`src/gsc_pkg.sv`:
```
// Package with register map, field layout and bus states of the GPIO set/clear alias block.
package gsc_pkg;

	// Register byte offsets on the APB.
	localparam int unsigned ADDR_W = 12;
	localparam logic [ADDR_W-1:0] OFF_VALUE = 12'h000;
	localparam logic [ADDR_W-1:0] OFF_SET   = 12'h004;
	localparam logic [ADDR_W-1:0] OFF_CLEAR = 12'h008;
	localparam logic [ADDR_W-1:0] OFF_DIR   = 12'h00C;
	localparam logic [ADDR_W-1:0] OFF_LEVEL = 12'h010;

	// Field layout of the pin word.
	localparam int unsigned PIN_LO       = 2;
	localparam int unsigned PIN_HI       = 22;
	localparam int unsigned PIN_W        = PIN_HI - PIN_LO + 1;
	localparam int unsigned PIXEL_HI     = 19;
	localparam int unsigned CTRL_ONE     = 20;
	localparam int unsigned CTRL_TWO     = 21;
	localparam int unsigned CTRL_THREE   = 22;
	localparam logic [31:0] PIN_MASK     = 32'h007F_FFFC;
	localparam logic [31:0] WORD_ZERO    = 32'h0000_0000;
	localparam logic [PIN_W-1:0] PIN_RST = 21'h00_0000;

	// Slave phase.
	typedef enum logic [0:0] {
		GSC_IDLE   = 1'b0,
		GSC_ACCESS = 1'b1
	} gsc_phase_e;

endpackage : gsc_pkg
```
`src/gsc_alias_top.sv`:
```
// APB slave holding the pin output value register with its set and clear aliases.
`timescale 1ns/1ns
module gsc_alias_top #(
	parameter int unsigned AW = gsc_pkg::ADDR_W
) (
	// Clock and reset.
	input  wire logic          pclk,
	input  wire logic          presetn,
	// APB slave.
	input  wire logic          psel,
	input  wire logic          penable,
	input  wire logic          pwrite,
	input  wire logic [AW-1:0] paddr,
	input  wire logic [31:0]   pwdata,
	input  wire logic [3:0]    pstrb,
	output logic      [31:0]   prdata,
	output logic               pready,
	output logic               pslverr,
	// Video control pins.
	output logic               video_ctrl_pin_one,
	output logic               video_ctrl_pin_one_oe,
	input  wire logic          video_ctrl_pin_one_in,
	output logic               video_ctrl_pin_two,
	output logic               video_ctrl_pin_two_oe,
	input  wire logic          video_ctrl_pin_two_in,
	output logic               video_ctrl_pin_three,
	output logic               video_ctrl_pin_three_oe,
	input  wire logic          video_ctrl_pin_three_in,
	// Video pixel pins, bits 19 down to 2.
	output logic      [19:2]   video_pixel_pins,
	output logic      [19:2]   video_pixel_pins_oe,
	input  wire logic [19:2]   video_pixel_pins_in
);

	localparam int unsigned PW = gsc_pkg::PIN_W;

	gsc_pkg::gsc_phase_e phase;
	gsc_pkg::gsc_phase_e next_phase;
	logic [PW-1:0]       pin_output_value_reg;
	logic [PW-1:0]       next_value;
	logic [PW-1:0]       pin_dir;
	logic [PW-1:0]       next_dir;
	logic [31:0]         next_prdata;
	logic                next_pready;
	logic                next_pslverr;
	logic [PW-1:0]       pin_level;
	logic [PW-1:0]       pin_out;
	logic [PW-1:0]       pin_oe;
	logic [PW-1:0]       pin_in;
	logic [PW-1:0]       wr_bits;
	logic                addr_hit;
	logic                wr_done;

	// Byte enables widened to a bit mask, trimmed to the implemented pin field.
	function automatic logic [PW-1:0] pin_field(input logic [31:0] data, input logic [3:0] strb);
		logic [31:0] word;
		word = data & gsc_pkg::PIN_MASK;
		for (int i = 0; i < 4; i++) begin
			if (!strb[i]) begin
				word[i*8 +: 8] = 8'h00;
			end
		end
		return word[gsc_pkg::PIN_HI:gsc_pkg::PIN_LO];
	endfunction : pin_field

	// Places a pin field back into a bus word with reserved bits at zero.
	function automatic logic [31:0] pin_word(input logic [PW-1:0] field);
		logic [31:0] word;
		word = gsc_pkg::WORD_ZERO;
		word[gsc_pkg::PIN_HI:gsc_pkg::PIN_LO] = field;
		return word;
	endfunction : pin_word

	always_comb begin
		addr_hit = (paddr == gsc_pkg::OFF_VALUE) || (paddr == gsc_pkg::OFF_SET) ||
			(paddr == gsc_pkg::OFF_CLEAR) || (paddr == gsc_pkg::OFF_DIR) ||
			(paddr == gsc_pkg::OFF_LEVEL);
		wr_done  = (phase == gsc_pkg::GSC_ACCESS) && psel && penable && pready && pwrite;
		wr_bits  = pin_field(pwdata, pstrb);
	end

	// Bus phase, read data and register updates.
	always_comb begin
		next_phase   = phase;
		next_prdata  = gsc_pkg::WORD_ZERO;
		next_pready  = 1'b0;
		next_pslverr = 1'b0;
		next_value   = pin_output_value_reg;
		next_dir     = pin_dir;
		case (phase)
			gsc_pkg::GSC_IDLE: begin
				if (psel && !penable) begin
					next_phase   = gsc_pkg::GSC_ACCESS;
					next_pready  = 1'b1;
					next_pslverr = !addr_hit;
					if (!pwrite) begin
						case (paddr)
							gsc_pkg::OFF_VALUE: begin
								next_prdata = pin_word(pin_output_value_reg);
							end
							gsc_pkg::OFF_DIR: begin
								next_prdata = pin_word(pin_dir);
							end
							gsc_pkg::OFF_LEVEL: begin
								next_prdata = pin_word(pin_level);
							end
							default: begin
								next_prdata = gsc_pkg::WORD_ZERO;
							end
						endcase
					end
				end
			end
			gsc_pkg::GSC_ACCESS: begin
				next_phase = gsc_pkg::GSC_IDLE;
				if (wr_done) begin
					case (paddr)
						gsc_pkg::OFF_VALUE: begin
							// Only the enabled byte lanes are replaced; the rest keep their value.
							next_value = (pin_output_value_reg & ~pin_field(32'hFFFF_FFFF, pstrb)) |
								wr_bits;
						end
						gsc_pkg::OFF_SET: begin
							next_value = pin_output_value_reg | wr_bits;
						end
						gsc_pkg::OFF_CLEAR: begin
							next_value = pin_output_value_reg & ~wr_bits;
						end
						gsc_pkg::OFF_DIR: begin
							next_dir = (pin_dir & ~pin_field(32'hFFFF_FFFF, pstrb)) | wr_bits;
						end
						default: begin
							next_value = pin_output_value_reg;
						end
					endcase
				end
			end
			default: begin
				next_phase = gsc_pkg::GSC_IDLE;
			end
		endcase
	end

	always_ff @(posedge pclk or negedge presetn) begin
		if (!presetn) begin
			phase                <= gsc_pkg::GSC_IDLE;
			prdata               <= gsc_pkg::WORD_ZERO;
			pready               <= 1'b0;
			pslverr              <= 1'b0;
			pin_output_value_reg <= gsc_pkg::PIN_RST;
			pin_dir              <= gsc_pkg::PIN_RST;
		end else begin
			phase                <= next_phase;
			prdata               <= next_prdata;
			pready               <= next_pready;
			pslverr              <= next_pslverr;
			pin_output_value_reg <= next_value;
			pin_dir              <= next_dir;
		end
	end

	// Field bit n sits at word bit n + 2, so the pixel slice keeps its own index.
	always_comb begin
		pin_in = {video_ctrl_pin_three_in, video_ctrl_pin_two_in, video_ctrl_pin_one_in,
			video_pixel_pins_in};
	end

	gsc_pin_drive #(
		.WIDTH (PW)
	) u_pin_drive (
		.pclk    (pclk),
		.presetn (presetn),
		.value   (pin_output_value_reg),
		.dir_out (pin_dir),
		.level   (pin_level),
		.pin_out (pin_out),
		.pin_oe  (pin_oe),
		.pin_in  (pin_in)
	);

	always_comb begin
		video_ctrl_pin_three    = pin_out[gsc_pkg::CTRL_THREE - gsc_pkg::PIN_LO];
		video_ctrl_pin_three_oe = pin_oe[gsc_pkg::CTRL_THREE - gsc_pkg::PIN_LO];
		video_ctrl_pin_two      = pin_out[gsc_pkg::CTRL_TWO - gsc_pkg::PIN_LO];
		video_ctrl_pin_two_oe   = pin_oe[gsc_pkg::CTRL_TWO - gsc_pkg::PIN_LO];
		video_ctrl_pin_one      = pin_out[gsc_pkg::CTRL_ONE - gsc_pkg::PIN_LO];
		video_ctrl_pin_one_oe   = pin_oe[gsc_pkg::CTRL_ONE - gsc_pkg::PIN_LO];
		video_pixel_pins        = pin_out[gsc_pkg::PIXEL_HI - gsc_pkg::PIN_LO:0];
		video_pixel_pins_oe     = pin_oe[gsc_pkg::PIXEL_HI - gsc_pkg::PIN_LO:0];
	end

endmodule : gsc_alias_top

```
`src/gsc_pin_drive.sv`:
```
// Pin stage: registered pin drive and enable, and a two-stage synchroniser for pin levels.
`timescale 1ns/1ns
module gsc_pin_drive #(
	parameter int unsigned WIDTH = 21
) (
	// Clock and reset.
	input  wire logic             pclk,
	input  wire logic             presetn,
	// Register side.
	input  wire logic [WIDTH-1:0] value,
	input  wire logic [WIDTH-1:0] dir_out,
	output logic      [WIDTH-1:0] level,
	// Pin side.
	output logic      [WIDTH-1:0] pin_out,
	output logic      [WIDTH-1:0] pin_oe,
	input  wire logic [WIDTH-1:0] pin_in
);

	logic [WIDTH-1:0] sync_first;
	logic [WIDTH-1:0] next_pin_out;
	logic [WIDTH-1:0] next_pin_oe;

	// The stored value is always presented; the enable alone decides whether it is driven.
	always_comb begin
		next_pin_out = value;
		next_pin_oe  = dir_out;
	end

	always_ff @(posedge pclk or negedge presetn) begin
		if (!presetn) begin
			pin_out    <= '0;
			pin_oe     <= '0;
			sync_first <= '0;
			level      <= '0;
		end else begin
			pin_out    <= next_pin_out;
			pin_oe     <= next_pin_oe;
			sync_first <= pin_in;
			level      <= sync_first;
		end
	end

endmodule : gsc_pin_drive

```
`config.mk`:
```
export PLATFORM = sky130hd
export DESIGN_NAME = gsc_alias_top
export DESIGN_NICKNAME = d
export VERILOG_FILES = /design/src/gsc_pkg.sv /design/src/gsc_alias_top.sv /design/src/gsc_pin_drive.sv
export SDC_FILE = /design/constraint.sdc
export NUM_CORES = 1
export LEC_CHECK = 0
export BUFFER_PORTS_ARGS = -buffer_cell sky130_fd_sc_hd__buf_2
export CORE_MARGIN = 8
export CORE_UTILIZATION = 51
export CTS_CLUSTER_SIZE = 24
export DETAILED_ROUTE_END_ITERATION = 12
export PLACE_DENSITY = 0.87
export SETUP_SLACK_MARGIN = 0.3
export SYNTH_ARGS = -nofsm -noshare
export SYNTH_HDL_FRONTEND = slang
export SYNTH_SLANG_ARGS = --single-unit
```
`constraint.sdc`:
```
create_clock -name pclk -period 1.75 [get_ports pclk]
set_input_delay 0.175 -clock pclk [delete_from_list [all_inputs] [get_ports pclk]]
set_output_delay 0.175 -clock pclk [all_outputs]
set_load 0.01 [all_outputs]
```
# Yosys cells after proc, flatten, opt, wreduce, memory -nomap -nowiden
# Cells that the tools add are included.
[totals]
wordCells = 73
out_inout_bits = 76
mem_bits_ro = 0
register_bits = 161
n_memories = 0
latch_bits = 0
ramBits = 0
[op_classes]
bitwise_logic = 10
n_reduce_logical = 15
n_lt_le_gt_ge = 0
eq_ne = 4
shift = 0
mux = 34
div = 0
add_sub_neg = 0
multipliers = 0
[op_table]
columns = ["cell", "n"]
rows = [
  ["8-bit 2-to-1 mux", 16],
  ["23-bit 2-to-1 mux", 3],
  ["23-bit case mux with 3 select lines", 1],
  ["21-bit bitwise AND", 3],
  ["21-bit inverter", 3],
  ["21-bit OR", 3],
  ["21-bit case mux with 3 select lines", 1],
  ["7-bit 2-to-1 mux", 8],
  ["12-bit by 4-bit == test with 1-bit output (second input constant)", 2],
  ["12-bit by 3-bit == test with 1-bit output (second input constant)", 1],
  ["12-bit by 5-bit == test with 1-bit output (second input constant)", 1],
  ["12-bit logical NOT", 1],
  ["3-bit AND reduction", 2],
  ["1-bit logical AND", 5],
  ["1-bit logical OR", 4],
  ["1-bit 2-to-1 mux", 4],
  ["3-bit nonzero test", 1],
  ["1-bit logical NOT", 2],
  ["1-bit case mux with 2 select lines", 1],
  ["1-bit inverter", 1],
]

# Longest topological paths before layout
[depth]
ltp_word = 10
mapped_depth = 6

# Cells and area by module
# Synthesis repeated with hierarchy kept, for this count alone.
[hier_totals]
cells_unflattened = 356
hier_area_um2 = 5201.2
[modules_own_cells]
columns = ["mod", "instances", "area_each_um2", "cells_per_inst", "seq_area_each_um2"]
rows = [
  ["gsc_alias_top", 1, 3099.2, 272, 1626.6],
  ["gsc_pin_drive", 1, 2102.0, 84, 2102.0],
]

# Least setup slack after synthesis
# OpenSTA, ideal clock, no wires.
[synth_path]
path_kind = "in2reg"
from = "input paddr[9]"
to = "register prdata[10]"
setup_ns = 0.066
arrival_ns = 1.880
n_path_buf = 2
stages = 6
path_slack_ns = -0.196
cell_sequence = "or4_4 > buf_6 > or4_4 > nor4b_4 > buf_4 > and2_1"
[synth_between]
elab_chain_cells = 5
[synth_lines]
columns = ["item", "line_no", "source"]
rows = [
  ["start: declaration", "gsc_alias_top.sv:13", "input wire logic [AW-1:0] paddr,"],
  ["12-bit by 5-bit == test with 1-bit output, or another cell as far along", "gsc_alias_top.sv:97", "case (paddr)"],
  ["23-bit case mux with 3 select lines (*)", "gsc_alias_top.sv:97", ""],
  ["23-bit 2-to-1 mux (*)", "gsc_alias_top.sv:96", "if (!pwrite) begin"],
  ["23-bit 2-to-1 mux (*)", "gsc_alias_top.sv:92", "if (psel && !penable) begin"],
  ["23-bit 2-to-1 mux (*)", "gsc_alias_top.sv:90", "case (phase)"],
  ["via next_prdata[10]", "gsc_alias_top.sv:43", "logic [31:0] next_prdata;"],
  ["end signal: assignment", "gsc_alias_top.sv:147", "prdata <= gsc_pkg::WORD_ZERO;"],
  ["end signal: assignment", "gsc_alias_top.sv:154", "prdata <= next_prdata;"],
  ["end: declaration", "gsc_alias_top.sv:16", "output logic [31:0] prdata,"],
]
# The timed path passes the listed nets; every way through them passes the cells marked *.
# A chain may end at the register's enable or synchronous reset.

# Worst setup path in the final report
[layout_path]
from = "register phase"
to = "register pin_output_value_reg[11]"
[layout_between]
elab_chain_cells = 5
[layout_lines]
columns = ["item", "line_no", "source"]
rows = [
  ["start: declaration", "gsc_alias_top.sv:37", "gsc_pkg::gsc_phase_e phase;"],
  ["start signal: assignment", "gsc_alias_top.sv:146", "phase <= gsc_pkg::GSC_IDLE;"],
  ["start signal: assignment", "gsc_alias_top.sv:153", "phase <= next_phase;"],
  ["1-bit logical AND (4 in series)", "gsc_alias_top.sv:78", "wr_done = (phase == gsc_pkg::GSC_ACCESS) && psel && penable && pready && pwrite;"],
  ["3-bit AND reduction (no source line) (*)", "-", ""],
  ["end signal: assignment", "gsc_alias_top.sv:150", "pin_output_value_reg <= gsc_pkg::PIN_RST;"],
  ["end signal: assignment", "gsc_alias_top.sv:157", "pin_output_value_reg <= next_value;"],
  ["end: declaration", "gsc_alias_top.sv:39", "logic [PW-1:0] pin_output_value_reg;"],
]
# Every way passes the cells marked *; elsewhere a longest branch is shown, timed or not.

==> flow_summary.toml <==
[status]
status = "finished with violations"
violations = "setup timing"

[setup_path]
critical-path-top-delay-family = "simple AND/OR/NAND/NOR gates"
cp_cell_sequence = "nand4_1 > buf_6 > nor4_4 > nand2_1 > buf_6 > a221o_1"
crit_slowest_cell = "dfrtp_1"
slowest_delay_ps = 370
cp.required_ps = 2150
worstSetupEndpointType = "register"
path_max_fanout = 8
crit_arrival_ps = 2170
crit_path_frequent_cell = "buf_6"
start_kind = "register"
path_class = "register to register"
path_buf_inv = 2

[global_route]
grt_first_pass_wirelength_mm = 24.23
antenna_found_initial = 3
grt_max_degree = 52
grt_pass1_vias = 4367
grt_usage_pct = 24.56
grt-ovfl-total = 0

[detailed_routing]
drc = 0
ant_nets = 0
dr.pass1.iters = 5
vias_per_cell = 5.773
vias = 4093
route.detailed.wl_per_inst_um = 23.05
wl_mm = 16.34
first_iter_violations = 349

[final_layout]
drive_gt1_share_pct = 41.71
syn_to_final_growth_pct = 42.22
antenna_cells = 0
final_cell_mix = "dfrtp_1, buf_2, dlygate4sd3_1"
fin_area_um2 = 7406
final_common_cell = "dfrtp_1"
num-nets-final = 635
finish.utilization_pct = 73.05

[timing]
fmax_ghz = 0.5670
fin_hold_ws_ps = 93.66
drv_slew = 0
min_period_over_period_pct = 100.8
fin_worst_skew_ps = 8.319
setup_viol_count_final = 1
rsz0062_at_grt = "true"
layout_setup_ws_ps = -13.67
hold_viol = 0
period_needed_ps = 1764

[die]
ios = 150
fp.dieW_um = 117.1
start_util_pct = 51.36
dieArea_um2 = 13700
die_y_um = 117.1
rows = 37
core_um2 = 10140

[power_and_ir_drop]
switching_share_pct = 21.20
internal-power_mw = 6.003
p_switching_mw = 1.615
leakagePower_nw = 3.740
p_per_area_nw_per_um2 = 1029
p_seq_share_pct = 46.2
p_comb_share_pct = 5.1
ir_drop_v = 0.0005497
clkPwrFrac_pct = 48.7
totalPowerFinal_mw = 7.618

[synthesis]
syn_inst = 356
synth_top_cell_area_share_pct = 71.60
syn-cell-area_um2 = 5207
seq_area_frac_synth_pct = 71.60
ys_seq_elements = 149
synth_warnings = 0
synth_top_area_cell = "dfrtp_1"
synthDistinctLibCells = 32
synth.avg_cell_area_um2 = 14.63
synthTopCellsByArea = "dfrtp_1, a221o_1, nor3b_1"

[placement]
dpl_cell_area_um2 = 6115
port_buffers = 126
dp_slack_ps = -399.2
post-dp-hpwl_mm = 9.418
gp_congestion = 0.7995

[hold_path]
min_path_type = "input port to register"

[clock_network]
cts_tree = "done"
clkTransAtPathRegs_ps = 60
insertion_delay_ps = 530
cts.sinks = 149
cts_buffers = 17
cts.htree.levels = 4
cts-root-buf = "clkbuf_8"
cts.path.max_buffers = 2

[job]
drv_cap = 0
[routing by layer]
| layer | GRT usage, % | part of all wire [%] | up-vias |
|---|---|---|---|
| met5 | 0 | 0.21 | - |
| met4 | 15.87 | 5.3 | 6 |
| met3 | 7.183 | 7.3 | 80 |
| met2 | 41.40 | 52 | 256 |
| met1 | 26.72 | 36 | 2091 |
| li1 | - | - | 1660 |
[layout make-up]
| class | count | area [µm²] |
|---|---|---|
| Inverter | 1 | 3.754 |
| Sequential cell | 149 | 3729 |
| Multi-Input combinational cell | 191 | 1544 |
| Clock buffer | 22 | 442.9 |
| Tap cell | 136 | 170.2 |
| Clock inverter | 9 | 152.6 |
| Fill cell | 555 | 2733 |
| Timing Repair Buffer | 201 | 1364 |
[cells in the mapped netlist]
| master | instances |
|---|---|
| nand3_1 | 3 |
| nor2_1 | 3 |
| nor3b_1 | 24 |
| inv_1 | 1 |
| mux2_2 | 11 |
| o21ai_0 | 21 |
| or4b_1 | 1 |
| clkbuf_1 | 9 |
| or2_1 | 1 |
| nor4b_4 | 1 |
| a221o_1 | 21 |
| nor4_2 | 2 |
| or3_1 | 1 |
| or4_4 | 2 |
| a211o_1 | 1 |
| and2_0 | 1 |
| nand3b_1 | 3 |
| and2_1 | 21 |
| xnor2_1 | 1 |
| nor3_1 | 3 |
| conb_1 | 1 |
| nand4_1 | 1 |
| buf_2 | 2 |
| nand2_1 | 24 |
| buf_4 | 13 |
| buf_6 | 1 |
| dfrtp_1 | 149 |
| o21a_1 | 1 |
| a21oi_1 | 1 |
| mux2_1 | 10 |
| or4_1 | 1 |
| a22oi_1 | 21 |
[path summary, 6_finish.rpt]
kind / startpoint / to / slack [ps] / cells after the start
max reg2reg: phase / pin_output_value_reg[11] / -10 / 6
min: psel / pslverr / 90 / 3
min in group asynchronous: presetn / u_pin_drive.sync_first[17] / 150 / 2
max in group asynchronous: presetn / asynchronous set/reset pin / 920 / 3
max: phase / pin_output_value_reg[11] / -10 / 6
min reg2reg: u_pin_drive.sync_first[8] / u_pin_drive.level[8] / 350 / 0
[timing repair]
item | in CTS | in global routing
setup endpoints to repair | 63 | 64
resized for setup | 35 | 21
pin swaps | 23 | 10
gates cloned | 2 | 0
hold buffers | 45 | 0
hold endpoints to repair | 134 | 0
buffers inserted | 4 | 0
[power by group through the flow]
stage               logic [mW]  clock network, mW  registers, mW
global placement         0.258                  0           3.57
global route             0.420               3.85           3.52
detailed placement       0.273                  0           3.58
finish                   0.390               3.71           3.52
floorplan               0.0815                  0           3.57
CTS                      0.372               3.70           3.52
[worst reg2reg max path, cell delays in order, from the launching register on]
cell	delay, ps
dfrtp_1	370
nand4_1	120
buf_6	160
nor4_4	350
nand2_1	130
buf_6	170
a221o_1	340
[through the flow]
stage               instances  setup TNS [ps]
detailed placement        627          -18130
floorplan                 366          -10290
finish                    709          -13.67
global placement          627          -15050
global route              709          -309.6
CTS                       709               0
[cells by family after synthesis]
logic type / share of synthesized area, %
AND/OR/NAND/NOR: 11.12
AO/OA/AOI/OAI: 9.491
multiplexers: 4.541
other: 0.07201
buffers and inverters: 3.003
flip-flops: 71.60
XOR/XNOR: 0.1682
Note: power is estimated with default switching activity, not from simulation.
